$ cat src/core/ext_irq_defines.svh
`ifndef EXT_IRQ_DEFINES_SVH
`define EXT_IRQ_DEFINES_SVH

// Register indices; the byte address on the bus is four times the index.
`define IDX_SENSE_CONTROL_LOW  8'h69
`define IDX_SENSE_CONTROL_HIGH 8'h6a
`define IDX_EXT_IRQ_MASK_REG   8'h1d
`define IDX_EXT_IRQ_FLAG_REG   8'h1c
`define IDX_PIN_CHANGE_CTRL    8'h68
`define IDX_PIN_CHANGE_FLAG    8'h1b
`define IDX_PIN_CHANGE_MASK0   8'h6b
`define IDX_PIN_CHANGE_MASK1   8'h6c
`define IDX_PIN_CHANGE_MASK2   8'h6d

// Reset values and field layout.
`define REG8_RESET             8'h00
`define PC_CTRL_RESET          3'h0
`define PC_FLAG_RESET          2'h0
`define SENSE_FIELD_W          2
`define EXT_ASYNC_EDGE_CNT     4
`define PC_GROUP0_CNT          8
`define PC_GROUP1_LINE         8
`define APB_DATA_W             32
`define REG_DATA_W             8
`define MIN_ADDR_W             10

`endif

$ cat src/core/ext_irq_pkg.sv
package ext_irq_pkg;

  // Order gives the encodings 0 to 3 of a sense select field.
  typedef enum logic [1:0] {
    SENSE_LOW_LEVEL,
    SENSE_ANY_EDGE,
    SENSE_FALLING_EDGE,
    SENSE_RISING_EDGE
  } sense_mode_t;

endpackage

$ cat src/core/pin_sync.sv
module pin_sync #(
  parameter int WIDTH = 8
) (
  // Clock and reset.
  input  wire logic             clk_in,
  input  wire logic             nrst_in,
  // Pins from outside the clock domain.
  input  wire logic [WIDTH-1:0] async_in,
  // Filtered level in the clock domain.
  output logic      [WIDTH-1:0] level_out
);

  logic [WIDTH-1:0] meta_r;
  logic [WIDTH-1:0] stage2_r;
  logic [WIDTH-1:0] stage3_r;

  if (WIDTH < 1) begin : g_bad_width
    $error("pin_sync needs at least one bit");
  end

  // The first stage is read only by the second; a change counts once stages two and three agree.
  always_ff @(posedge clk_in or negedge nrst_in) begin
    if (!nrst_in) begin
      meta_r    <= '1;
      stage2_r  <= '1;
      stage3_r  <= '1;
      level_out <= '1;
    end else begin
      meta_r    <= async_in;
      stage2_r  <= meta_r;
      stage3_r  <= stage2_r;
      level_out <= (stage2_r & ~(stage2_r ^ stage3_r)) | (level_out & (stage2_r ^ stage3_r));
    end
  end

endmodule // pin_sync

$ cat src/core/external_pin_interrupt_sense.sv
// The APB register port was chosen for this implementation.
`include "ext_irq_defines.svh"

module external_pin_interrupt_sense #(
  parameter int NUM_EXT = 8,
  parameter int NUM_PC  = 9,
  parameter int ADDR_W  = 12
) (
  // Clock and reset.
  input  wire logic                   core_clk_in,
  input  wire logic                   nrst_in,
  // APB slave.
  input  wire logic [ADDR_W-1:0]      paddr_in,
  input  wire logic                   psel_in,
  input  wire logic                   penable_in,
  input  wire logic                   pwrite_in,
  input  wire logic [`APB_DATA_W-1:0] pwdata_in,
  output logic      [`APB_DATA_W-1:0] prdata_out,
  output logic                        pready_out,
  output logic                        pslverr_out,
  // Pins.
  input  wire logic [NUM_EXT-1:0]     ext_irq_pins_in,
  input  wire logic [NUM_PC-1:0]      pin_change_lines_in,
  // Core side.
  input  wire logic                   global_irq_enable_in,
  input  wire logic                   io_clk_run_in,
  input  wire logic [NUM_EXT-1:0]     ext_irq_ack_in,
  input  wire logic [1:0]             pc_irq_ack_in,
  output logic      [NUM_EXT-1:0]     ext_irq_req_out,
  output logic                        pin_change_group_zero_irq_out,
  output logic                        pin_change_group_one_irq_out,
  output logic                        wake_out
);

  // The register map is fixed at eight sources and nine pin-change lines.
  if (NUM_EXT != 8 || NUM_PC != 9) begin : g_bad_count
    $error("external_pin_interrupt_sense supports only 8 sources and 9 lines");
  end
  if (ADDR_W < `MIN_ADDR_W) begin : g_bad_addr
    $error("external_pin_interrupt_sense needs at least 10 address bits");
  end
  if (`EXT_ASYNC_EDGE_CNT >= NUM_EXT) begin : g_bad_split
    $error("external_pin_interrupt_sense needs sources above the clockless group");
  end

  logic [`REG_DATA_W-1:0] sense_control_low_r;
  logic [`REG_DATA_W-1:0] sense_control_high_r;
  logic [`REG_DATA_W-1:0] ext_irq_mask_r;
  logic [`REG_DATA_W-1:0] ext_irq_flag_r;
  logic [2:0]             pc_ctrl_r;
  logic [1:0]             pc_flag_r;
  logic [`REG_DATA_W-1:0] pc_mask0_r;
  logic                   pc_mask1_r;
  logic [`REG_DATA_W-1:0] pc_mask2_r;
  logic [NUM_EXT-1:0]     ext_prev_r;
  logic [NUM_PC-1:0]      pc_prev_r;
  logic [NUM_EXT-1:0]     ext_lvl;
  logic [NUM_PC-1:0]      pc_lvl;
  logic [NUM_EXT-1:0]     ext_trig;
  logic [NUM_EXT-1:0]     ext_is_level;
  logic [NUM_EXT-1:0]     ext_src;
  logic [NUM_PC-1:0]      pc_toggle;
  logic [1:0]             pc_trig;
  logic [`REG_DATA_W-1:0] rd_data;
  logic                   rd_mapped;
  logic                   setup_phase;
  logic                   wr_take;
  logic [`REG_DATA_W-1:0] wr_byte;
  logic [`REG_DATA_W-1:0] ext_clr;
  logic [1:0]             pc_clr;

  function automatic logic reg_hit(input logic [ADDR_W-1:0] addr, input logic [7:0] idx);
    reg_hit = (addr == ADDR_W'({idx, 2'b00}));
  endfunction

  function automatic logic edge_hit(input ext_irq_pkg::sense_mode_t mode,
                                    input logic rise, input logic fall);
    unique case (mode)
      ext_irq_pkg::SENSE_LOW_LEVEL:    edge_hit = 1'b0;
      ext_irq_pkg::SENSE_ANY_EDGE:     edge_hit = rise | fall;
      ext_irq_pkg::SENSE_FALLING_EDGE: edge_hit = fall;
      ext_irq_pkg::SENSE_RISING_EDGE:  edge_hit = rise;
    endcase
  endfunction

  // Pins are sensed as they are, so a pin driven as output still triggers.
  // Pin capture runs through the synchroniser before any flag sees it.
  pin_sync #(
    .WIDTH (NUM_EXT)
  ) u_ext_sync (
    .clk_in    (core_clk_in),
    .nrst_in   (nrst_in),
    .async_in  (ext_irq_pins_in),
    .level_out (ext_lvl)
  );

  pin_sync #(
    .WIDTH (NUM_PC)
  ) u_pc_sync (
    .clk_in    (core_clk_in),
    .nrst_in   (nrst_in),
    .async_in  (pin_change_lines_in),
    .level_out (pc_lvl)
  );

  always_ff @(posedge core_clk_in or negedge nrst_in) begin
    if (!nrst_in) begin
      ext_prev_r <= '1;
      pc_prev_r  <= '1;
    end else begin
      ext_prev_r <= ext_lvl;
      pc_prev_r  <= pc_lvl;
    end
  end

  // Sense decode per source; fields sit two bits apart, source 0 lowest.
  always_comb begin
    logic [2*`REG_DATA_W-1:0] sense_all;
    ext_irq_pkg::sense_mode_t mode;
    sense_all = {sense_control_high_r, sense_control_low_r};
    mode      = ext_irq_pkg::SENSE_LOW_LEVEL;
    for (int i = 0; i < NUM_EXT; i++) begin
      mode = ext_irq_pkg::sense_mode_t'(
        sense_all[`SENSE_FIELD_W*i +: `SENSE_FIELD_W]);
      ext_is_level[i] = (mode == ext_irq_pkg::SENSE_LOW_LEVEL);
      ext_trig[i] = edge_hit(mode, ext_lvl[i] & ~ext_prev_r[i], ~ext_lvl[i] & ext_prev_r[i]);
      // Upper sources lose edges while the I/O clock is stopped; lower ones never do.
      if (i >= `EXT_ASYNC_EDGE_CNT) begin
        ext_trig[i] = ext_trig[i] & io_clk_run_in;
      end
      // The level source needs no edge, so it can wake the part from deep sleep.
      ext_src[i] = ext_is_level[i] ? ~ext_lvl[i] : ext_irq_flag_r[i];
    end
  end

  // Pin-change toggles, gated by the per-line masks.
  always_comb begin
    pc_toggle  = pc_lvl ^ pc_prev_r;
    pc_trig[0] = |(pc_toggle[`PC_GROUP0_CNT-1:0] & pc_mask0_r);
    pc_trig[1] = pc_toggle[`PC_GROUP1_LINE] & pc_mask1_r;
  end

  // Bus phases; the answer comes in the first access cycle.
  always_comb begin
    setup_phase = psel_in & ~penable_in;
    wr_take     = psel_in & penable_in & pready_out & pwrite_in;
    wr_byte     = pwdata_in[`REG_DATA_W-1:0];
  end

  always_comb begin
    ext_clr = ext_irq_ack_in;
    pc_clr  = pc_irq_ack_in;
    if (wr_take && reg_hit(paddr_in, `IDX_EXT_IRQ_FLAG_REG)) begin
      ext_clr = ext_clr | wr_byte;
    end
    if (wr_take && reg_hit(paddr_in, `IDX_PIN_CHANGE_FLAG)) begin
      pc_clr = pc_clr | wr_byte[1:0];
    end
  end

  always_comb begin
    rd_data   = `REG8_RESET;
    rd_mapped = 1'b1;
    if (reg_hit(paddr_in, `IDX_SENSE_CONTROL_LOW)) begin
      rd_data = sense_control_low_r;
    end else if (reg_hit(paddr_in, `IDX_SENSE_CONTROL_HIGH)) begin
      rd_data = sense_control_high_r;
    end else if (reg_hit(paddr_in, `IDX_EXT_IRQ_MASK_REG)) begin
      rd_data = ext_irq_mask_r;
    end else if (reg_hit(paddr_in, `IDX_EXT_IRQ_FLAG_REG)) begin
      rd_data = ext_irq_flag_r;
    end else if (reg_hit(paddr_in, `IDX_PIN_CHANGE_CTRL)) begin
      rd_data = {5'h00, pc_ctrl_r};
    end else if (reg_hit(paddr_in, `IDX_PIN_CHANGE_FLAG)) begin
      rd_data = {6'h00, pc_flag_r};
    end else if (reg_hit(paddr_in, `IDX_PIN_CHANGE_MASK0)) begin
      rd_data = pc_mask0_r;
    end else if (reg_hit(paddr_in, `IDX_PIN_CHANGE_MASK1)) begin
      rd_data = {7'h00, pc_mask1_r};
    end else if (reg_hit(paddr_in, `IDX_PIN_CHANGE_MASK2)) begin
      rd_data = pc_mask2_r;
    end else begin
      rd_mapped = 1'b0;
    end
  end

  // Bus answer registers.
  always_ff @(posedge core_clk_in or negedge nrst_in) begin
    if (!nrst_in) begin
      pready_out  <= 1'b0;
      pslverr_out <= 1'b0;
      prdata_out  <= '0;
    end else begin
      pready_out  <= setup_phase;
      pslverr_out <= setup_phase & ~rd_mapped;
      prdata_out  <= (setup_phase && !pwrite_in) ? {24'h000000, rd_data} : 32'h00000000;
    end
  end

  // Configuration registers. A sense change is not filtered, so masking first is on software.
  always_ff @(posedge core_clk_in or negedge nrst_in) begin
    if (!nrst_in) begin
      sense_control_low_r  <= `REG8_RESET;
      sense_control_high_r <= `REG8_RESET;
      ext_irq_mask_r       <= `REG8_RESET;
      pc_ctrl_r            <= `PC_CTRL_RESET;
      pc_mask0_r           <= `REG8_RESET;
      pc_mask1_r           <= 1'b0;
      pc_mask2_r           <= `REG8_RESET;
    end else if (wr_take) begin
      if (reg_hit(paddr_in, `IDX_SENSE_CONTROL_LOW)) begin
        sense_control_low_r <= wr_byte;
      end
      if (reg_hit(paddr_in, `IDX_SENSE_CONTROL_HIGH)) begin
        sense_control_high_r <= wr_byte;
      end
      if (reg_hit(paddr_in, `IDX_EXT_IRQ_MASK_REG)) begin
        ext_irq_mask_r <= wr_byte;
      end
      if (reg_hit(paddr_in, `IDX_PIN_CHANGE_CTRL)) begin
        pc_ctrl_r <= wr_byte[2:0];
      end
      if (reg_hit(paddr_in, `IDX_PIN_CHANGE_MASK0)) begin
        pc_mask0_r <= wr_byte;
      end
      if (reg_hit(paddr_in, `IDX_PIN_CHANGE_MASK1)) begin
        pc_mask1_r <= wr_byte[0];
      end
      // Stored for software only; the third group has no lines behind it.
      if (reg_hit(paddr_in, `IDX_PIN_CHANGE_MASK2)) begin
        pc_mask2_r <= wr_byte;
      end
    end
  end

  // External flags: a trigger in the clearing cycle wins; level mode holds them clear.
  always_ff @(posedge core_clk_in or negedge nrst_in) begin
    if (!nrst_in) begin
      ext_irq_flag_r <= `REG8_RESET;
    end else begin
      ext_irq_flag_r <= ((ext_irq_flag_r & ~ext_clr) | ext_trig)
        & ~ext_is_level;
    end
  end

  // Pin-change flags, same set-over-clear order.
  always_ff @(posedge core_clk_in or negedge nrst_in) begin
    if (!nrst_in) begin
      pc_flag_r <= `PC_FLAG_RESET;
    end else begin
      pc_flag_r <= (pc_flag_r & ~pc_clr) | pc_trig;
    end
  end

  // Requests to the core. A level request drops as soon as the pin rises again.
  always_ff @(posedge core_clk_in or negedge nrst_in) begin
    if (!nrst_in) begin
      ext_irq_req_out               <= '0;
      pin_change_group_zero_irq_out <= 1'b0;
      pin_change_group_one_irq_out  <= 1'b0;
    end else begin
      ext_irq_req_out[`EXT_ASYNC_EDGE_CNT-1:0] <=
        ext_src[`EXT_ASYNC_EDGE_CNT-1:0] & ext_irq_mask_r[`EXT_ASYNC_EDGE_CNT-1:0]
        & {`EXT_ASYNC_EDGE_CNT{global_irq_enable_in}};
      ext_irq_req_out[NUM_EXT-1:`EXT_ASYNC_EDGE_CNT] <=
        ext_src[NUM_EXT-1:`EXT_ASYNC_EDGE_CNT] & ext_irq_mask_r[NUM_EXT-1:`EXT_ASYNC_EDGE_CNT]
        & {(NUM_EXT-`EXT_ASYNC_EDGE_CNT){global_irq_enable_in}};
      pin_change_group_zero_irq_out <=
        pc_flag_r[0] & pc_ctrl_r[0] & global_irq_enable_in;
      pin_change_group_one_irq_out  <=
        pc_flag_r[1] & pc_ctrl_r[1] & global_irq_enable_in;
    end
  end

  // Wake-up ignores the global enable, since sleep is often entered with it clear.
  always_ff @(posedge core_clk_in or negedge nrst_in) begin
    if (!nrst_in) begin
      wake_out <= 1'b0;
    end else begin
      wake_out <= (|(ext_src & ext_irq_mask_r))
        | (|(pc_flag_r & pc_ctrl_r[1:0]));
    end
  end

endmodule // external_pin_interrupt_sense

$ cat config.mk
export PLATFORM = sky130hd
export DESIGN_NAME = external_pin_interrupt_sense
export DESIGN_NICKNAME = d
export VERILOG_FILES = /design/src/core/ext_irq_pkg.sv /design/src/core/pin_sync.sv /design/src/core/external_pin_interrupt_sense.sv
export VERILOG_INCLUDE_DIRS = /design/src /design/src/core
export SDC_FILE = /design/constraint.sdc
export NUM_CORES = 1
export LEC_CHECK = 0
export BUFFER_PORTS_ARGS = -buffer_cell sky130_fd_sc_hd__buf_2
export CAP_MARGIN = 20
export CORE_UTILIZATION = 55
export DETAILED_ROUTE_END_ITERATION = 10
export GPL_TIMING_DRIVEN = 0
export PLACE_DENSITY = 0.85
export SLEW_MARGIN = 40
export SYNTH_ARGS = -nofsm -noshare
export SYNTH_HDL_FRONTEND = slang
export SYNTH_SLANG_ARGS = --single-unit
$ cat constraint.sdc
create_clock -name core_clk_in -period 3.78 [get_ports core_clk_in]
set_clock_uncertainty 0.2 [all_clocks]
set_input_delay 0 -clock core_clk_in [delete_from_list [all_inputs] [get_ports core_clk_in]]
set_output_delay 0 -clock core_clk_in [all_outputs]
set_load 0.02 [all_outputs]
==> summary.txt <==
Run status
  • Status: complete, no violations

Global routing
  • Vias in the first global route: 4856
  • M1 GR Usage: 34.4%
  • Global-route wire length before repair: 24.9 mm
  • Initial antenna violation count: 0
  • Grt peak-use layer: met2
  • GR met2 Demand/Resource: 41.1%
  • Met3 Usage GRT: 5.30%
  • Remaining Overflow, GRT: 0
  • Total track usage: 25.9%
  • Largest net degree at the start of global routing: 64

Worst setup path
  • Worst r2r dst: ext_irq_flag_r[4]
  • RR Startpoint: pready_out
  • CP required: 3890 ps
  • CP startpoint kind: flip-flop
  • CP arrival: 3080 ps
  • CP endpoint kind: flip-flop
  • R2R setup slack: 810 ps
  • Critical path type: flip-flop to flip-flop
  • Worst-case reg-to-reg path depth: 5
  • Max FO, Critical Path: 9

Placed design
  • # port buffers: 71
  • Placer Congestion: 0.890
  • Dpl hpwl: 10.2 mm
  • Area after DPL: 7490 µm²

Clock tree
  • CTS tree: built
  • Root buf cell: clkbuf_16
  • CTS Buf Count: 17
  • Post-CTS Repair Setup Buffers: 0
  • Clock Path Buffers: 2
  • Clock Latency Late Sink: 430 ps
  • Htree depth: 4
  • Clock sinks: 160
  • Clock transition at the registers of the reported paths: 60 ps

Detailed routing
  • Vias per cell: 5.56
  • Vias: 4738
  • Iteration-0 DRC count of the detailed router: 307
  • WL final: 15.3 mm
  • First-pass DRT Iterations: 5
  • Post-detailed-route wirelength per cell: 18.0 µm
  • DRC viols: 0
  • DRT antenna net count: 0

Synth
  • Syn avg cell area: 13.1 µm²
  • Synthesized instance count: 517
  • Top cell type's share of synthesized area: 32.9%
  • Number of synthesized flops with an enable pin: 0
  • Seq cells post-synth: 160
  • Top FF cell, synth: dfstp_2
  • Area of the mapped netlist: 6800 µm²
  • Netlist cell types: 68
  • Synth async-reset ratio: 100%
  • Register area share after synthesis: 60.5%
  • Synthesis Warnings: 0
  • Synth area leaders: dfstp_2 33%, dfrtp_1 28%, mux2_2 7.6%
  • Largest area contributor in the netlist: dfstp_2

Floorplan
  • Die Wd: 113 µm
  • Boundary pin count: 123
  • Initial core utilization: 56.6%
  • Die footprint: 12800 µm²
  • Core Area: 12000 µm²
  • Num rows: 40
  • Die Span Y: 113 µm

Cells and area
  • Nets: 786
  • Cell area after layout: 8760 µm²
  • Filler cells: 776
  • Antenna cell count: 0
  • Register area: 4110 µm²
  • Util after Layout: 72.9%
  • Synth-to-layout area growth: 28.8%
  • Layout cells sized above 1: 39.6%
  • Area of the multi-input gates: 2440 µm²

Min path
  • Hold Path Cell Cnt: 2
  • Hold Path Class: input pin to flip-flop
  • Min-delay src: ext_irq_pins_in[6]
  • Worst Hold End: u_ext_sync.meta_r[6]

Timing
  • Final TNS setup: 0 ps
  • Slew headroom: 44.1%
  • Fmax: 336 MHz
  • Actual slew at the worst max-slew pin: 834 ps
  • RSZ-0062 raised after global routing: false
  • Final period demand of the worst path: 2970 ps
  • Final hold vios: 0
  • Crit share post-route: 78.6%
  • Final Slew Violations: 0
  • Setup violations, final: 0

Power and ir drop
  • Power, Total: 4.09 mW
  • Static Leakage: 4.17 nW
  • Max VDD drop: 0.325 mV
  • PD cells: 467 nW/µm²

Job
  • Max-Cap Viols: 0
-- report_power, final --
| part | switching, mW | internal, mW | leakage, nW |
|---|---|---|---|
| sequential | 0.0451 | 1.83 | 1.94 |
| combinational | 0.162 | 0.138 | 1.89 |
| clock | 0.689 | 1.23 | 0.333 |
-- synth_stat cells, types with 3 or more instances --
library cell / n
a21oi_1: 18
a221oi_1: 6
a22o_1: 3
a22oi_1: 8
a31oi_1: 5
and3_1: 5
buf_4: 24
clkbuf_1: 3
dfrtp_1: 75
dfstp_2: 85
ha_1: 16
inv_1: 31
maj3_1: 17
mux2_2: 46
mux2i_1: 5
nand2_1: 20
nand2b_1: 10
nand3_1: 3
nand3b_1: 3
nand4_1: 5
nor2_1: 20
nor2b_1: 5
nor3_1: 3
o21ai_0: 20
o221ai_1: 3
o22a_1: 7
o22ai_1: 5
o31ai_1: 6
xor2_1: 9
-- critical path, cell delays in order, from the launching register on --
cell	delay, ps
dfrtp_1	360
nand4_2	490
nor3_2	870
a21oi_1	180
o22a_1	190
dlygate4sd3_1	560
-- cells by family after synthesis --
group                      Yosys count  synth area share (%)
AOI/OAI and AO/OA                   98                  9.81
xor gates and xnor gates            10                  1.29
adders and majority gates           33                  5.45
buffers and inverters               63                  4.95
DFF                                160                  60.5
muxes                               51                  8.36
other                                1                0.0552
and+or+nand+nor                    101                  9.63
-- area by class of cell --
type                            count  area share [%]
Tap cell                          147            2.10
Multi-Input combinational cell    317            27.8
Buffer                             32            2.51
Clock buffer                       19            5.30
Clock inverter                     13            2.33
Inverter                           31            1.33
Sequential cell                   160            46.9
Timing Repair Buffer              133            11.7
-- routing by layer --
metal,part of all wire (%),up-vias
met2,47,191
met1,44,2351
met3,5.9,33
li1,-,2163
met5,0,-
met4,2.6,0
-- stage by stage --
step	setup WS (ps)	hold slack, ps	std cells
floorplan	1780	-496	540
global placement	420	-95.0	758
detailed placement	1330	-295	760
CTS	845	0.0245	852
global route	663	6.55	852
finish	807	15.8	852
-- worst max-delay path by stage --
stage                 start                  to  slack [ps]  depth (start not counted)
2_1_floorplan    pready_out       pc_mask0_r[0]        1780                          3
3_3_place_gp        nrst_in  ext_irq_req_out[1]         420                          1
3_5_place_dp    paddr_in[9]   ext_irq_mask_r[2]        1330                          6
4_1_cts          pready_out   ext_irq_flag_r[4]         840                          5
5_1_grt        paddr_in[10]   ext_irq_flag_r[6]         660                          8
6_report         pready_out   ext_irq_flag_r[4]         810                          5
-- what timing repair did --
item / 4_1_cts / 5_1_grt
gates resized for setup: 0 / 0
hold buffers: 60 / 0
hold endpoints to repair: 251 / 0
endpoints found under the setup margin: 0 / 0
-- cells in the final DEF (no fill, tap or decap), drive strengths merged, types with 4 or more instances in the layout --
| cell | count |
|---|---|
| buf | 102 |
| dfstp | 85 |
| dfrtp | 75 |
| dlygate4sd3 | 60 |
| mux2 | 46 |
| inv | 34 |
| conb | 24 |
| nor2 | 24 |
| clkbuf | 22 |
| o21ai | 21 |
| nand2 | 20 |
| a21oi | 18 |
| maj3 | 17 |
| ha | 16 |
| nand2b | 10 |
| xor2 | 9 |
| a22oi | 8 |
| o22a | 7 |
| o31ai | 6 |
| a221oi | 6 |
| nand4 | 6 |
| nor3 | 6 |
| nor2b | 5 |
| and3 | 5 |
| mux2i | 5 |
| o22ai | 5 |
| a31oi | 5 |
| bufinv | 5 |
| clkinv | 5 |
| nor4 | 4 |
(Power assumes the default switching activity.)
